### src/ett_pkg.sv
// ****************************************************************
// trail trace controller constants
// ****************************************************************
package ett_pkg;
   // identifier geometry
   localparam int          ID_BYTES       = 16;
   // register byte offsets
   localparam logic [11:0] OFF_CTRL       = 12'h000;
   localparam logic [11:0] OFF_STAT       = 12'h004;
   localparam logic [11:0] OFF_TXID       = 12'h040;
   localparam logic [11:0] OFF_RXCUR      = 12'h080;
   localparam logic [11:0] OFF_RXACC      = 12'h0C0;
   localparam logic [11:0] OFF_RXEXP      = 12'h100;
   localparam logic [11:0] ID_SPAN        = 12'h040;
   // control register fields
   localparam int          CB_TX_REORDER  = 0;
   localparam int          CB_TX_ALIGN    = 1;
   localparam int          CB_TX_INVERT   = 2;
   localparam int          CB_TX_IDLE     = 3;
   localparam int          CB_RX_INVERT   = 4;
   localparam int          CB_RX_REORDER  = 5;
   localparam int          CB_RX_ALIGN    = 6;
   localparam int          CB_CMP_EN      = 7;
   localparam logic [7:0]  CTRL_RESET     = 8'h00;
   // status register fields
   localparam int          SB_CHANGE      = 0;
   localparam int          SB_IDLE        = 1;
   localparam int          SB_UNSTABLE    = 2;
   localparam int          SB_MISMATCH    = 3;
   localparam int          SB_ALIGNED     = 4;
   // synchroniser input positions
   localparam int          SI_LCLK        = 0;
   localparam int          SI_RXBIT       = 1;
   localparam int          SI_RXSTART     = 2;
   localparam int          SI_TXSTART     = 3;
   localparam int          SI_DEFECT      = 4;
   localparam int          SI_DPRST       = 5;
   localparam int          SI_WIDTH       = 6;
   // persistence counts
   localparam int          DECLARE_COUNT  = 5;
   localparam int          UNSTABLE_COUNT = 8;
   // timing: line clock must stay in each level long enough to be sampled
   localparam int          CLK_PERIOD_NS  = 4;
   localparam int          LINK_PERIOD_NS = 80;
   localparam int          LINK_HALF_CYC  = (LINK_PERIOD_NS / 2) / CLK_PERIOD_NS;
   localparam int          MIN_HALF_CYC   = 3;
   // receive alignment states
   typedef enum logic [1:0] {AL_HUNT, AL_VERIFY, AL_LOCKED} ett_align_type;
endpackage

### src/ett_trail_trace.sv
// Added by the designer: the address map and the APB interface to the registers.
`timescale 1ns/1ps
// Notes on behaviour
// - 16-byte transmit identifier memory, software written, read in order
// - line defects force received trace data to all ones
// - serial bytes go first bit first, as register bit 7
// - transmit identifier memory has no reset
// - transmit reorder off sends bit 7 first, on sends bit 0
// - alignment insertion: first bit one in byte one, zero elsewhere
// - transmit inversion follows reordering and alignment insertion
// - transmit idle sends all zeros
// - receive inversion precedes all other receive processing
// - alignment finds a one, then fifteen zero alignment bits
// - without alignment, bytes stored in order from any byte
// - arrival order; aligned start byte at location zero
// - five identical new non-zero identifiers replace held one, set change
// - idle after five zero identifiers; cleared by five non-zero or unstable
// - unstable after eight unmatched identifiers; cleared by five non-zero or idle
// - mismatch compares seven data bits of all sixteen bytes
// - comparison has own enable, off whenever alignment is off
// - no mismatch before the first held identifier update
// - receive reorder off stores first bit in bit 7, on in bit 0
// - storage reachable from either side; directions independent
// - 48 bytes: current, held and expected identifiers
module ett_trail_trace #(
   parameter int DECLARE_N  = ett_pkg::DECLARE_COUNT,
   parameter int UNSTABLE_N = ett_pkg::UNSTABLE_COUNT
) (
   input  wire logic        pclk,
   input  wire logic        presetn,
   input  wire logic        psel,
   input  wire logic        penable,
   input  wire logic        pwrite,
   input  wire logic [11:0] paddr,
   input  wire logic [31:0] pwdata,
   output logic      [31:0] prdata,
   output logic             pready,
   output logic             pslverr,
   input  wire logic        datapath_reset_n,
   input  wire logic        line_clk,
   input  wire logic        rx_trace_bit,
   input  wire logic        rx_byte_start,
   input  wire logic        rx_defect,
   input  wire logic        tx_byte_start,
   output logic             tx_trace_bit
);

   // ****************************************************************
   // elaboration checks
   // ****************************************************************
   if (DECLARE_N < 1 || DECLARE_N > 15)
      $error("declare count out of range");
   if (UNSTABLE_N < 1 || UNSTABLE_N > 15)
      $error("unstable count out of range");
   if (ett_pkg::LINK_HALF_CYC < ett_pkg::MIN_HALF_CYC)
      $error("line clock too fast for sampling");

   // ****************************************************************
   // helpers
   // ****************************************************************
   // swap bit order of a byte
   function automatic logic [7:0] bit_rev(input logic [7:0] b);
      logic [7:0] r;
      r = 8'h00;
      for (int i = 0; i < 8; i++) begin
         r[i] = b[7-i];
      end
      return r;
   endfunction

   // saturating increment of a persistence counter
   function automatic logic [3:0] sat_inc(input logic [3:0] c);
      return (c == 4'hF) ? c : c + 4'h1;
   endfunction

   // aligned word inside an identifier window
   function automatic logic in_region(input logic [11:0] a, input logic [11:0] base);
      return (a >= base) && (a < base + ett_pkg::ID_SPAN) && (a[1:0] == 2'b00);
   endfunction

   localparam logic [3:0] DECL_C = 4'(DECLARE_N);
   localparam logic [3:0] UNST_C = 4'(UNSTABLE_N);

   // ****************************************************************
   // input synchronisers
   // ****************************************************************
   logic [ett_pkg::SI_WIDTH-1:0] sync1_r;
   logic [ett_pkg::SI_WIDTH-1:0] sync2_r;
   logic                         lclk_d_r;
   logic                         lclk_rise;
   logic                         dp_run;

   // two stages; only the second stage feeds logic
   always_ff @(posedge pclk or negedge presetn) begin
      if (!presetn) begin
         sync1_r  <= '0;
         sync2_r  <= '0;
         lclk_d_r <= 1'b1; // overwritten from the cleared sync2_r, so a clock high at release is still seen as a rise
      end else begin
         sync1_r  <= {datapath_reset_n, rx_defect, tx_byte_start,
                      rx_byte_start, rx_trace_bit, line_clk};
         sync2_r  <= sync1_r;
         lclk_d_r <= sync2_r[ett_pkg::SI_LCLK];
      end
   end

   assign lclk_rise = sync2_r[ett_pkg::SI_LCLK] & ~lclk_d_r;
   assign dp_run    = sync2_r[ett_pkg::SI_DPRST];

   // ****************************************************************
   // register file state
   // ****************************************************************
   logic [7:0]       ctrl_r, ctrl_nxt;
   logic [15:0][7:0] tx_mem_r;
   logic [15:0][7:0] exp_id_r, exp_id_nxt;
   logic [15:0][7:0] cur_id_r, cur_id_nxt;
   logic [15:0][7:0] prv_id_r, prv_id_nxt;
   logic [15:0][7:0] acc_id_r, acc_id_nxt;
   logic             change_r, change_nxt;
   logic [31:0]      rdata_r, rdata_nxt;

   logic             acc_wr;
   logic             acc_rd;
   logic             hit_ctrl, hit_stat, hit_tx, hit_cur, hit_acc, hit_exp;
   logic [3:0]       widx;
   logic             id_update;

   // software-visible status collected from the datapath
   logic             idle_r, unst_r, mism_r;
   ett_pkg::ett_align_type al_r, al_nxt;

   assign acc_wr   = psel & penable & pwrite;
   assign acc_rd   = psel & ~penable & ~pwrite;
   assign hit_ctrl = (paddr == ett_pkg::OFF_CTRL);
   assign hit_stat = (paddr == ett_pkg::OFF_STAT);
   assign hit_tx   = in_region(paddr, ett_pkg::OFF_TXID);
   assign hit_cur  = in_region(paddr, ett_pkg::OFF_RXCUR);
   assign hit_acc  = in_region(paddr, ett_pkg::OFF_RXACC);
   assign hit_exp  = in_region(paddr, ett_pkg::OFF_RXEXP);
   assign widx     = paddr[5:2];

   // zero wait states; unmapped address answers with an error
   assign pready  = 1'b1;
   assign pslverr = psel & penable &
                    ~(hit_ctrl | hit_stat | hit_tx | hit_cur | hit_acc | hit_exp);
   assign prdata  = rdata_r;

   // control, expected identifier, change flag and read data next values
   always_comb begin
      ctrl_nxt   = ctrl_r;
      exp_id_nxt = exp_id_r;
      change_nxt = change_r;
      rdata_nxt  = rdata_r;
      if (acc_wr && hit_ctrl) begin
         ctrl_nxt = pwdata[7:0];
      end
      if (acc_wr && hit_exp) begin
         exp_id_nxt[widx] = pwdata[7:0];
      end
      // write one clears change; a new update in the same cycle wins
      if (acc_wr && hit_stat && pwdata[ett_pkg::SB_CHANGE]) begin
         change_nxt = 1'b0;
      end
      if (id_update) begin
         change_nxt = 1'b1;
      end
      // read data is captured in the setup phase so it comes from flops
      if (acc_rd) begin
         rdata_nxt = 32'h0000_0000;
         if (hit_ctrl) rdata_nxt[7:0] = ctrl_r;
         if (hit_stat) rdata_nxt[4:0] = {al_r == ett_pkg::AL_LOCKED, mism_r,
                                          unst_r, idle_r, change_r};
         if (hit_tx)   rdata_nxt[7:0] = tx_mem_r[widx];
         if (hit_cur)  rdata_nxt[7:0] = cur_id_r[widx];
         if (hit_acc)  rdata_nxt[7:0] = acc_id_r[widx];
         if (hit_exp)  rdata_nxt[7:0] = exp_id_r[widx];
      end
   end

   always_ff @(posedge pclk or negedge presetn) begin
      if (!presetn) begin
         ctrl_r   <= ett_pkg::CTRL_RESET;
         exp_id_r <= '0;
         change_r <= 1'b0;
         rdata_r  <= 32'h0000_0000;
      end else begin
         ctrl_r   <= ctrl_nxt;
         exp_id_r <= exp_id_nxt;
         change_r <= change_nxt;
         rdata_r  <= rdata_nxt;
      end
   end

   // transmit identifier memory: deliberately without any reset
   always_ff @(posedge pclk) begin
      if (acc_wr && hit_tx) begin
         tx_mem_r[widx] <= pwdata[7:0];
      end
   end

   // ****************************************************************
   // transmit trace processor
   // ****************************************************************
   logic [3:0] tx_idx_r, tx_idx_nxt;
   logic [7:0] tx_sh_r, tx_sh_nxt;
   logic       tx_bit_r, tx_bit_nxt;
   logic [7:0] tx_proc;

   // build the serial-order byte: bit 7 leaves first
   always_comb begin
      tx_proc = ctrl_r[ett_pkg::CB_TX_REORDER] ? bit_rev(tx_mem_r[tx_idx_r])
                                               : tx_mem_r[tx_idx_r];
      if (ctrl_r[ett_pkg::CB_TX_ALIGN]) begin
         tx_proc[7] = (tx_idx_r == 4'h0);
      end
      if (ctrl_r[ett_pkg::CB_TX_INVERT]) begin
         tx_proc = ~tx_proc;
      end
      if (ctrl_r[ett_pkg::CB_TX_IDLE]) begin
         tx_proc = 8'h00;
      end
   end

   // a byte start loads the next byte, other line edges shift it out
   always_comb begin
      tx_idx_nxt = tx_idx_r;
      tx_sh_nxt  = tx_sh_r;
      tx_bit_nxt = tx_bit_r;
      if (!dp_run) begin
         tx_idx_nxt = 4'h0;
         tx_sh_nxt  = 8'h00;
         tx_bit_nxt = 1'b0;
      end else if (lclk_rise) begin
         if (sync2_r[ett_pkg::SI_TXSTART]) begin
            tx_bit_nxt = tx_proc[7];
            tx_sh_nxt  = {tx_proc[6:0], 1'b0};
            tx_idx_nxt = tx_idx_r + 4'h1;
         end else begin
            tx_bit_nxt = tx_sh_r[7];
            tx_sh_nxt  = {tx_sh_r[6:0], 1'b0};
         end
      end
   end

   always_ff @(posedge pclk or negedge presetn) begin
      if (!presetn) begin
         tx_idx_r <= 4'h0;
         tx_sh_r  <= 8'h00;
         tx_bit_r <= 1'b0;
      end else begin
         tx_idx_r <= tx_idx_nxt;
         tx_sh_r  <= tx_sh_nxt;
         tx_bit_r <= tx_bit_nxt;
      end
   end

   assign tx_trace_bit = tx_bit_r;

   // ****************************************************************
   // receive byte assembly and alignment
   // ****************************************************************
   logic [6:0] rx_sh_r, rx_sh_nxt;
   logic [3:0] rx_cnt_r, rx_cnt_nxt;
   logic [3:0] rx_idx_r, rx_idx_nxt;
   logic       eval_r, eval_nxt;
   logic       rx_bit;
   logic       byte_done;
   logic [7:0] rx_ser;
   logic       multiframe_align_bit;
   logic       store;
   logic [3:0] slot;
   logic       align_en;

   assign align_en = ctrl_r[ett_pkg::CB_RX_ALIGN];
   // inversion acts on the line data first, a defect then forces ones over the result
   assign rx_bit   = sync2_r[ett_pkg::SI_DEFECT] ? 1'b1 :
                     (sync2_r[ett_pkg::SI_RXBIT] ^ ctrl_r[ett_pkg::CB_RX_INVERT]);

   // shift in bits; eighth bit after a byte start completes a byte
   always_comb begin
      rx_sh_nxt  = rx_sh_r;
      rx_cnt_nxt = rx_cnt_r;
      byte_done  = 1'b0;
      rx_ser     = {rx_sh_r, rx_bit};
      if (lclk_rise) begin
         rx_sh_nxt  = {rx_sh_r[5:0], rx_bit};
         rx_cnt_nxt = sync2_r[ett_pkg::SI_RXSTART] ? 4'h1 :
                      ((rx_cnt_r == 4'h0) ? 4'h0 : sat_inc(rx_cnt_r));
         byte_done  = (rx_cnt_nxt == 4'h8);
      end
      if (!dp_run) begin
         rx_sh_nxt  = 7'h00;
         rx_cnt_nxt = 4'h0;
      end
   end

   assign multiframe_align_bit = rx_ser[7];

   // alignment search and storage slot choice
   always_comb begin
      al_nxt     = al_r;
      rx_idx_nxt = rx_idx_r;
      store      = 1'b0;
      slot       = rx_idx_r;
      eval_nxt   = 1'b0;
      if (byte_done) begin
         store = 1'b1;
         if (!align_en) begin
            al_nxt     = ett_pkg::AL_HUNT;
            rx_idx_nxt = rx_idx_r + 4'h1;
            eval_nxt   = (rx_idx_r == 4'hF);
         end else begin
            unique case (al_r)
               ett_pkg::AL_HUNT: begin
                  store = multiframe_align_bit;
                  slot  = 4'h0;
                  if (multiframe_align_bit) begin
                     al_nxt     = ett_pkg::AL_VERIFY;
                     rx_idx_nxt = 4'h1;
                  end
               end
               ett_pkg::AL_VERIFY: begin
                  if (multiframe_align_bit) begin
                     slot       = 4'h0; // restart on a fresh start bit
                     rx_idx_nxt = 4'h1;
                  end else begin
                     rx_idx_nxt = rx_idx_r + 4'h1;
                     if (rx_idx_r == 4'hF) begin
                        al_nxt   = ett_pkg::AL_LOCKED;
                        eval_nxt = 1'b1;
                     end
                  end
               end
               ett_pkg::AL_LOCKED: begin
                  if (multiframe_align_bit != (rx_idx_r == 4'h0)) begin
                     // broken pattern: drop lock, reuse a start bit if seen
                     store      = multiframe_align_bit;
                     slot       = 4'h0;
                     al_nxt     = multiframe_align_bit ? ett_pkg::AL_VERIFY : ett_pkg::AL_HUNT;
                     rx_idx_nxt = multiframe_align_bit ? 4'h1 : 4'h0;
                  end else begin
                     rx_idx_nxt = rx_idx_r + 4'h1;
                     eval_nxt   = (rx_idx_r == 4'hF);
                  end
               end
            endcase
         end
      end
      if (!dp_run) begin
         al_nxt     = ett_pkg::AL_HUNT;
         rx_idx_nxt = 4'h0;
         store      = 1'b0;
         eval_nxt   = 1'b0;
      end
   end

   // current identifier storage in register bit order
   always_comb begin
      cur_id_nxt = cur_id_r;
      if (store) begin
         cur_id_nxt[slot] = ctrl_r[ett_pkg::CB_RX_REORDER] ? bit_rev(rx_ser)
                                                           : rx_ser;
      end
   end

   always_ff @(posedge pclk or negedge presetn) begin
      if (!presetn) begin
         rx_sh_r  <= 7'h00;
         rx_cnt_r <= 4'h0;
         rx_idx_r <= 4'h0;
         al_r     <= ett_pkg::AL_HUNT;
         eval_r   <= 1'b0;
         cur_id_r <= '0;
      end else begin
         rx_sh_r  <= rx_sh_nxt;
         rx_cnt_r <= rx_cnt_nxt;
         rx_idx_r <= rx_idx_nxt;
         al_r     <= al_nxt;
         eval_r   <= eval_nxt;
         cur_id_r <= cur_id_nxt;
      end
   end

   // ****************************************************************
   // identifier acceptance, idle, unstable and mismatch
   // ****************************************************************
   logic [3:0] same_c_r, same_c_nxt;
   logic [3:0] zero_c_r, zero_c_nxt;
   logic [3:0] nz_c_r, nz_c_nxt;
   logic [3:0] un_c_r, un_c_nxt;
   logic       valid_r, valid_nxt;
   logic       idle_nxt, unst_nxt, mism_nxt;
   logic       id_zero, id_same, id_known;
   logic [7:0] mas_mask;
   logic       diff;

   assign id_zero  = (cur_id_r == '0);
   assign id_same  = (cur_id_r == prv_id_r);
   assign id_known = valid_r && (cur_id_r == acc_id_r);
   // alignment bit position depends on the receive bit order
   assign mas_mask = ctrl_r[ett_pkg::CB_RX_REORDER] ? 8'hFE : 8'h7F;

   // seven-bit comparison of all sixteen bytes
   always_comb begin
      diff = 1'b0;
      for (int i = 0; i < ett_pkg::ID_BYTES; i++) begin
         diff = diff | (((acc_id_r[i] ^ exp_id_r[i]) & mas_mask) != 8'h00);
      end
   end

   // per-identifier persistence counting, done once per complete identifier
   always_comb begin
      same_c_nxt = same_c_r;
      zero_c_nxt = zero_c_r;
      nz_c_nxt   = nz_c_r;
      un_c_nxt   = un_c_r;
      prv_id_nxt = prv_id_r;
      acc_id_nxt = acc_id_r;
      valid_nxt  = valid_r;
      idle_nxt   = idle_r;
      unst_nxt   = unst_r;
      id_update  = 1'b0;
      if (eval_r) begin
         same_c_nxt = id_zero ? 4'h0 : (id_same ? sat_inc(same_c_r) : 4'h1);
         zero_c_nxt = id_zero ? sat_inc(zero_c_r) : 4'h0;
         nz_c_nxt   = id_zero ? 4'h0 : sat_inc(nz_c_r);
         un_c_nxt   = (id_same || id_known) ? 4'h0 : sat_inc(un_c_r);
         prv_id_nxt = cur_id_r;
         if (same_c_nxt >= DECL_C && !id_known) begin
            acc_id_nxt = cur_id_r;
            valid_nxt  = 1'b1;
            id_update  = 1'b1;
         end
         if (nz_c_nxt >= DECL_C) begin
            idle_nxt = 1'b0;
            unst_nxt = 1'b0;
         end
         if (zero_c_nxt >= DECL_C) begin
            idle_nxt = 1'b1;
            unst_nxt = 1'b0;
         end
         if (un_c_nxt >= UNST_C) begin
            unst_nxt = 1'b1;
            idle_nxt = 1'b0;
         end
      end
      // comparison only while enabled, aligned mode on and a held id exists
      mism_nxt = ctrl_r[ett_pkg::CB_CMP_EN] && align_en && valid_r && diff;
      if (!dp_run) begin
         same_c_nxt = 4'h0;
         zero_c_nxt = 4'h0;
         nz_c_nxt   = 4'h0;
         un_c_nxt   = 4'h0;
         valid_nxt  = 1'b0;
         idle_nxt   = 1'b0;
         unst_nxt   = 1'b0;
         mism_nxt   = 1'b0;
      end
   end

   always_ff @(posedge pclk or negedge presetn) begin
      if (!presetn) begin
         same_c_r <= 4'h0;
         zero_c_r <= 4'h0;
         nz_c_r   <= 4'h0;
         un_c_r   <= 4'h0;
         prv_id_r <= '0;
         acc_id_r <= '0;
         valid_r  <= 1'b0;
         idle_r   <= 1'b0;
         unst_r   <= 1'b0;
         mism_r   <= 1'b0;
      end else begin
         same_c_r <= same_c_nxt;
         zero_c_r <= zero_c_nxt;
         nz_c_r   <= nz_c_nxt;
         un_c_r   <= un_c_nxt;
         prv_id_r <= prv_id_nxt;
         acc_id_r <= acc_id_nxt;
         valid_r  <= valid_nxt;
         idle_r   <= idle_nxt;
         unst_r   <= unst_nxt;
         mism_r   <= mism_nxt;
      end
   end

endmodule

### config.mk
export PLATFORM = sky130hd
export DESIGN_NAME = ett_trail_trace
export DESIGN_NICKNAME = d
export VERILOG_FILES = /design/src/ett_pkg.sv /design/src/ett_trail_trace.sv
export SDC_FILE = /design/constraint.sdc
export NUM_CORES = 1
export LEC_CHECK = 0
export ABC_AREA = 1
export BUFFER_PORTS_ARGS = -buffer_cell sky130_fd_sc_hd__buf_2
export CAP_MARGIN = 0
export CELL_PAD_IN_SITES_DETAIL_PLACEMENT = 1
export CELL_PAD_IN_SITES_GLOBAL_PLACEMENT = 2
export CORE_ASPECT_RATIO = 0.8
export CORE_MARGIN = 1
export CORE_UTILIZATION = 41
export DETAILED_ROUTE_END_ITERATION = 12
export PLACE_DENSITY = 0.87
export SYNTH_ARGS = -nofsm -noshare
export SYNTH_HDL_FRONTEND = slang
export SYNTH_SLANG_ARGS = --single-unit
### constraint.sdc
create_clock -name pclk -period 8.7 [get_ports pclk]
set_clock_uncertainty 0.2 [all_clocks]
set_input_delay 2.175 -clock pclk [delete_from_list [all_inputs] [get_ports pclk]]
set_output_delay 2.175 -clock pclk [all_outputs]
set_load 0.1 [all_outputs]
Word-level counts from Yosys, hierarchy flattened. Cells that the tools add are included.

Add/subtract/negate cells: 7. Order comparisons: 17. Equal/unequal tests: 23. Multiplexer cells: 115. Bitwise gates (word level): 64. Reductions and logical operators: 52.

Operator list (count): 128-bit bitwise mux (3); 128-bit == test (2); 8-bit binary-select mux with 4-bit select (5); 8-bit 2-to-1 mux (20); 4-bit 2-to-1 mux (35); 8-bit bitwise AND (16); 128-bit zero test (1); 8-bit nonzero test (16); 8-bit bitwise XOR (16); 8-bit demux with 4-bit select (2); 1-bit 2-to-1 mux (35); 4-bit by 1-bit adder with 4-bit output, second input constant (7); 4-bit == test, second input constant (7); 12-bit by 8-bit >= comparator with 1-bit output, second input constant (2); 12-bit by 8-bit less-than comparator with 1-bit output, second input constant (2); 12-bit by 9-bit less-than comparator with 1-bit output, second input constant (2); 4-bit one-hot mux with 3 select lines (2); 1-bit logical AND (20); 1-bit bitwise OR (20); 4-bit by 5-bit less-than comparator with 1-bit output, second input constant (3); 2-bit 2-to-1 mux (7); 7-bit 2-to-1 mux (2); 12-bit by 3-bit == test with 1-bit output, second input constant (1); 12-bit by 7-bit >= comparator with 1-bit output, second input constant (1); other kinds (27) (51).

Bits in registers: 721. Input port bits: 55. Output and inout bits: 35. Word-level logic and storage cells: 380.

Logic depth before layout (Yosys ltp). Gate-level depths: netlist of run 1.

Depth after elaboration: 20. Depth in mapped cells: 20.

Least setup slack after synthesis of run 1. No wires, ideal clock.

Kind: in2out. Start point: input paddr[5]. End point: output pslverr. Data arrival time: 3.995 ns. Data required time: 6.325 ns. Setup slack: 2.330 ns. Stages: 6. Path buffers: 0. Cells stage by stage: nor2_1 clkinv_1 nor2_1 nand3_1 o2111ai_1 nor2_1.

Cells in the longest elaborated chain, start to end: 9. Elaborated cells between the ends (all ways): 25.

RTL lines: start, declared (line ett_trail_trace.sv:34) `input wire logic [11:0] paddr,`; 12-bit by 7-bit >= comparator with 1-bit output or 12-bit by 8-bit less-than comparator with 1-bit output (tied branches) (line ett_trail_trace.sv:78) `return (a >= base) && (a < base + ett_pkg::ID_SPAN) && (a[1:0] == 2'b00);`; 1-bit logical AND (2 in a row) (line ett_trail_trace.sv:78); 1-bit bitwise OR (3 in a row) (line ett_trail_trace.sv:145) `~(hit_ctrl | hit_stat | hit_tx | hit_cur | hit_acc | hit_exp);`; 1-bit bitwise OR (*) (line ett_trail_trace.sv:145); 1-bit NOT (*) (line ett_trail_trace.sv:145); 1-bit bitwise AND (*) (line ett_trail_trace.sv:144) `assign pslverr = psel & penable &`; end, declared (line ett_trail_trace.sv:38) `output logic pslverr,`.

Mark *: on every way between the ends. The rest lies on a longest branch, timed or not.

Worst setup path after layout of run 1. Ends and elaborated chain as after synthesis.

==> results.cfg, run 1 <==
[worst_setup_path]
crit_end = pslverr
cp.arrival_ps = 4000
required_ps = 6330
cpPeakStageDelay_ps = 360
crit_fanout = 9
rr_worst_depth = 13
critPathTopFamily = buffers and inverters
end_kind = output pin
crit_chain = buf_2 > nor2_2 > clkinv_1 > nor2_1 > nand3_1 > inv_1 > nor2_1 > buf_2
worstReg2RegStart = cur_id_r[114]$_DFFE_PN0P_
crit_slowest_cell = clkinv_1
cp_num_buf_inv = 4
r2r_slack_ps = 3030
critPathKind = in -> out
cp-start-kind = primary input
crit-reg2reg-capture = acc_id_r[84]$_DFFE_PN0P_
cp-startpoint = paddr[5]
cp_num_cells = 8

[floorplanning]
fp.coreArea_um2 = 93300
die-area_um2 = 95900
die_w_um = 346
start_util_pct = 41.6
io_pins = 90
fp.dieH_um = 277
fp-row-count = 100

[clock_network]
hold_buffers = 0
post_cts_buffers = 0
clock_latency_ps = 660
post_cts_resized = 0
cts_root_buffer = clkbuf_16
cts_made_buffers = 82
cts.clk_slew.worst_paths_ps = 50
cts_sinks = 720
clockBufferDepth = 3
htreeDepth = 3
tritoncts = yes

[power_and_ir_drop]
p_int_w = 0.00554
sw_frac_of_total_pct = 25.2
p_leak_nw = 19.5
p_switching_w = 0.00186
irDropWorstVdd_uv = 141
power_frac_seq_pct = 46.6
pwr-share-comb_pct = 5.2
p_per_area_nw_per_um2 = 173
clkPwrFrac_pct = 48.2

[finish]
fin_nets = 5055
areaGrowthSynthToFinish_pct = 10.3
final_area_um2 = 42800
drive_gt1_share_pct = 6.26
fin_util_pct = 45.8
final_cells = 6274

[timing]
final-setup-viol-count = 0
rsz0062_at_grt = false
tightestPinTransition_ps = 1390
finalHoldViolations = 0
finalCritPeriodShare_pct = 73.3
slew_viol_final = 0
relSlewSlack_pct = 6.51
finalSetupTns_ps = 0
holdWs_ps = 153
period_minus_slack_ps = 6380
max_freq_mhz = 157

[grt]
grt_overflow = 0
grt_pass1_wl_mm = 263
track_usage_pct = 37.7
grt_pass1_vias = 36900
grt_max_degree = 153
grt_antenna_before_repair = 7

[yosys]
yosys.area.top_type = dfrtp_1
synth_warnings = 0
synth_cell_types = 59
synthTopCellsByCount = 1600 x nand2_1, 591 x dfrtp_1, 556 x o21ai_0
synth_cells = 5026
synth_top_area_share_pct = 38.1
syn_area_um2 = 38800
synth-async-reset-ratio_pct = 82.2
synth_seq_cells = 720
synth_enable_flop_cells = 128
synthFlopType = dfrtp_1
syn_avg_cell_area_um2 = 7.72
synthTopCellsByArea = dfrtp_1 38%, nand2_1 15%, edfxtp_1 9.9%
yosysMostFrequentCell = nand2_1
yosysSeqAreaShare_pct = 48.1

[place]
dpl.hpwl_mm = 135
portBuffers = 40
gp_congestion = 1.04
postPlaceCellArea_um2 = 40100
dp.cells = 6125

[routing]
vias = 37700
drt-initial-drc-count = 4605
antenna_left = 0
wl_mm = 181
dr.pass1.iters = 5
drc = 0
vias_per_cell = 6.00
wire_per_inst_um = 28.9

[worst_hold_path]
hold_path.class = reg -> reg

[status]
status = finished, final reports clean

[run]
cap_violations = 0
-- how the worst min path moves through the flow --
stage / from / end / slack (ps) / cells past startpoint
3_5_place_dp: sync1_r[1]$_DFF_PN0_ / sync2_r[1]$_DFF_PN0_ / 140 / 0
6_report: sync1_r[5]$_DFF_PN0_ / sync2_r[5]$_DFF_PN0_ / 150 / 0
5_1_grt: sync1_r[5]$_DFF_PN0_ / sync2_r[5]$_DFF_PN0_ / 160 / 0
2_1_floorplan: sync1_r[0]$_DFF_PN0_ / sync2_r[0]$_DFF_PN0_ / 130 / 0
4_1_cts: sync1_r[2]$_DFF_PN0_ / sync2_r[2]$_DFF_PN0_ / 150 / 0
3_3_place_gp: sync1_r[3]$_DFF_PN0_ / sync2_r[3]$_DFF_PN0_ / 130 / 0
-- layer usage --
layer	share of wire (%)	track usage (%)	vias up	wire length [µm]
met4	3.5	12.5	10	6330
met3	11	9.64	309	19500
met2	42	54.2	1726	75500
li1	-	-	16500	-
met5	0.034	0	-	61
met1	44	54.7	19100	79700
-- stage by stage --
| stage | power [W] | setup WS [ps] |
|---|---|---|
| final | 0.00740 | 2320 |
| after floorplan | 0.00371 | 2330 |
| after detailed placement | 0.00389 | 2380 |
| after global placement | 0.00389 | 2420 |
| after CTS | 0.00741 | 2340 |
| after global routing | 0.00756 | 2200 |
-- final cells by class --
class	instances	area [µm²]
timing repair buffer	103	721
antenna	2	5.00
multi-input combinational	3603	17400
sequential	720	18700
tap	1224	1530
clock buffer	124	2410
clock inverter	23	265
inverter	475	1790
fill	11400	50600
-- power groups by stage --
stage                     combinational, W  sequential, W  clock, W
final                             0.000386        0.00345   0.00357
after global routing              0.000409        0.00345   0.00370
after CTS                         0.000381        0.00345   0.00359
after detailed placement          0.000380        0.00351         0
after global placement            0.000375        0.00351         0
after floorplan                   0.000194        0.00351         0
-- placed cells by master, fill, tap and decap left out, types with 9 or more instances in the layout --
master,count
xnor2_1,89
o21ai_1,63
conb_1,25
nand3_1,249
nor4_1,17
xor2_1,67
o22ai_1,135
inv_1,438
clkbuf_8,14
nor3_1,46
nor2_2,10
nand4_1,137
clkbuf_1,25
clkinv_2,14
a21oi_1,49
nor2_1,311
or2_2,15
o211ai_1,20
clkinv_1,9
o21ai_0,555
dfrtp_1,589
nand2_1,1597
clkbuf_16,85
inv_2,26
a22oi_1,106
buf_2,39
buf_4,60
edfxtp_1,128
o2111ai_1,19
ha_1,15
-- cell families (layout without fill, tap and decap cells) --
group,Yosys count,count (layout),share of synthesized area (%)
and+or+nand+nor,2425,2425,26.0
adders and majority gates,15,15,0.484
other,2,27,0.0194
muxes,1,1,0.0258
AOI/OAI and AO/OA,981,981,14.4
buffers and inverters,726,725,7.51
DFF,720,720,48.1
xor gates and xnor gates,156,156,3.52
-- flip-flops by register name, summed over array words and instances, names as in the netlist, 7 cells and up --
name      flops
acc_id_r    128
cur_id_r    128
exp_id_r    128
prv_id_r    128
tx_mem_r    128
ctrl_r        8
prdata        8
rx_sh_r       7
tx_sh_r       7
Note: power is estimated with default switching activity, not from simulation.
==> inputs of run 2 (changes only) <==
--- a/config.mk
+++ b/config.mk
@@ -12,9 +12,9 @@
 export CELL_PAD_IN_SITES_GLOBAL_PLACEMENT = 2
 export CORE_ASPECT_RATIO = 0.8
 export CORE_MARGIN = 1
-export CORE_UTILIZATION = 41
+export CORE_UTILIZATION = 38
 export DETAILED_ROUTE_END_ITERATION = 12
-export PLACE_DENSITY = 0.87
+export PLACE_DENSITY = 0.81
 export SYNTH_ARGS = -nofsm -noshare
 export SYNTH_HDL_FRONTEND = slang
 export SYNTH_SLANG_ARGS = --single-unit
==> constraint.sdc (replaced) <==
create_clock -name pclk -period 6.3 [get_ports pclk]
set_clock_uncertainty 0.2 [all_clocks]
set_input_delay 1.575 -clock pclk [delete_from_list [all_inputs] [get_ports pclk]]
set_output_delay 1.575 -clock pclk [all_outputs]
set_load 0.1 [all_outputs]
==> results.cfg, run 2 (synthesis gave the netlist of run 1 again) <==
[status]
status = finished, final reports clean

[floorplanning]
fp.dieH_um = 288
fp-row-count = 104
die-area_um2 = 103000
io_pins = 90
start_util_pct = 38.5
fp.coreArea_um2 = 101000
die_w_um = 359

[finish]
register_area_um2 = 18700
multi_input_area_um2 = 17400
final_area_um2 = 43100
areaGrowthSynthToFinish_pct = 11.0
fin_nets = 5066
drive_gt1_share_pct = 6.44
mostFrequentLayoutCells = 1597 x nand2_1, 589 x dfrtp_1, 556 x o21ai_0, 438 x inv_1, 311 x nor2_1
fill_cells = 12300
mostFrequentLayoutCell = nand2_1

[place]
postPlaceCellArea_um2 = 40300
gp_congestion = 1.05
dpl.hpwl_mm = 132
portBuffers = 40
post-place-ws_ps = 1230

[worst_hold_path]
hold_start = sync1_r[3]$_DFF_PN0_
hold_path.class = reg -> reg
min_path_cells = 0

[power_and_ir_drop]
irDropWorstVdd_uv = 214
p_per_area_nw_per_um2 = 239
p_switching_w = 0.00263
p_leak_nw = 19.6
pwr-share-comb_pct = 5.2
clkPwrFrac_pct = 48.6
p_int_w = 0.00767
power_frac_seq_pct = 46.2
sw_frac_of_total_pct = 25.5

[clock_network]
htreeDepth = 3
post_cts_buffers = 0
hold_buffers = 0
cts_made_buffers = 83
cts.clk_slew.worst_paths_ps = 60
cts_sinks = 720
cts_root_buffer = clkbuf_16
post_cts_resized = 0
clockBufferDepth = 3
tritoncts = yes
clock_latency_ps = 680

[routing]
antenna_left = 0
wl_mm = 179
dr.pass1.iters = 6
wire_per_inst_um = 28.0
vias = 37600
vias_per_cell = 5.89
drc = 0
drt-initial-drc-count = 4815

[timing]
finalHoldViolations = 0
period_minus_slack_ps = 5100
tightestPinTransition_ps = 1190
max_freq_mhz = 196
holdWs_ps = 152
finalSetupTns_ps = 0
rsz0062_at_grt = false
final-setup-viol-count = 0
finalCritPeriodShare_pct = 80.9
relSlewSlack_pct = 19.7
layout_setup_ws_ps = 1200
slew_viol_final = 0

[worst_setup_path]
worstReg2RegStart = cur_id_r[114]$_DFFE_PN0P_
cp-startpoint = paddr[5]
cp.arrival_ps = 3320
rr_worst_depth = 12
critPathKind = in -> out
end_kind = output pin
cp-start-kind = primary input
crit_fanout = 9
required_ps = 4530

[grt]
grt_max_degree = 135
grt_pass1_vias = 36500
grt_overflow = 0
track_usage_pct = 34.3
grt_pass1_wl_mm = 259
grt_antenna_before_repair = 9

[run]
cap_violations = 0
## run 2: cell types whose count changed in the layout (fill, tap and decap cells not counted), sizes merged
cell      delta
bufinv       +2
clkinv      +10
buf         +10
inv          +2
clkbuf      -10
clkinvlp     +1
## run 2: routing by layer
layer	track usage (%)	up-vias	part of all wire (%)
li1	-	16600	-
met1	50.4	19000	45
met2	48.5	1775	41
met3	8.48	340	10
met4	12.2	10	3.8
met5	0	-	0.037
## run 2: path summary, 6_finish.rpt
check | slack (ps) | to
worst max-delay path | 1200 | pslverr
worst min-delay path | 150 | sync2_r[3]$_DFF_PN0_
worst max register to register | 1350 | acc_id_r[87]$_DFFE_PN0P_
worst min register to register | 150 | sync2_r[3]$_DFF_PN0_
max in group asynchronous | 3780 | eval_r$_DFF_PN0_
min in group asynchronous | 750 | acc_id_r[126]$_DFFE_PN0P_
## run 2: power groups by stage
stage | Sequential (W) | Combinational, W | Clock [W]
CTS | 0.00476 | 0.000529 | 0.00506
floorplan | 0.00485 | 0.000267 | 0
finish | 0.00476 | 0.000534 | 0.00500
detailed placement | 0.00485 | 0.000527 | 0
global placement | 0.00485 | 0.000523 | 0
global route | 0.00476 | 0.000566 | 0.00521
## run 2: cell type report
cell class / count / area share [%]
inverter: 475 / 4.15
timing repair buffer: 113 / 2.02
clock buffer: 114 / 5.40
antenna: 2 / 0.0116
tap: 1325 / 3.85
clock inverter: 38 / 0.901
multi-input combinational: 3603 / 40.3
sequential: 720 / 43.3
## run 2: through the flow
stage / total power (W) / instances / util [%]
floorplan: 0.00512 / 5049 / -
global placement: 0.00537 / 6236 / 40.0
detailed placement: 0.00538 / 6236 / 40.0
CTS: 0.0103 / 6388 / 42.7
global route: 0.0105 / 6388 / 42.7
finish: 0.0103 / 6390 / 42.7
## run 2: worst max-delay path, stage by stage
cell and delay, ps:
buf_2 140, nor2_2 140, clkinv_1 310, nor2_1 280, nand3_1 240, inv_1 230, nor2_1 110, buf_2 300
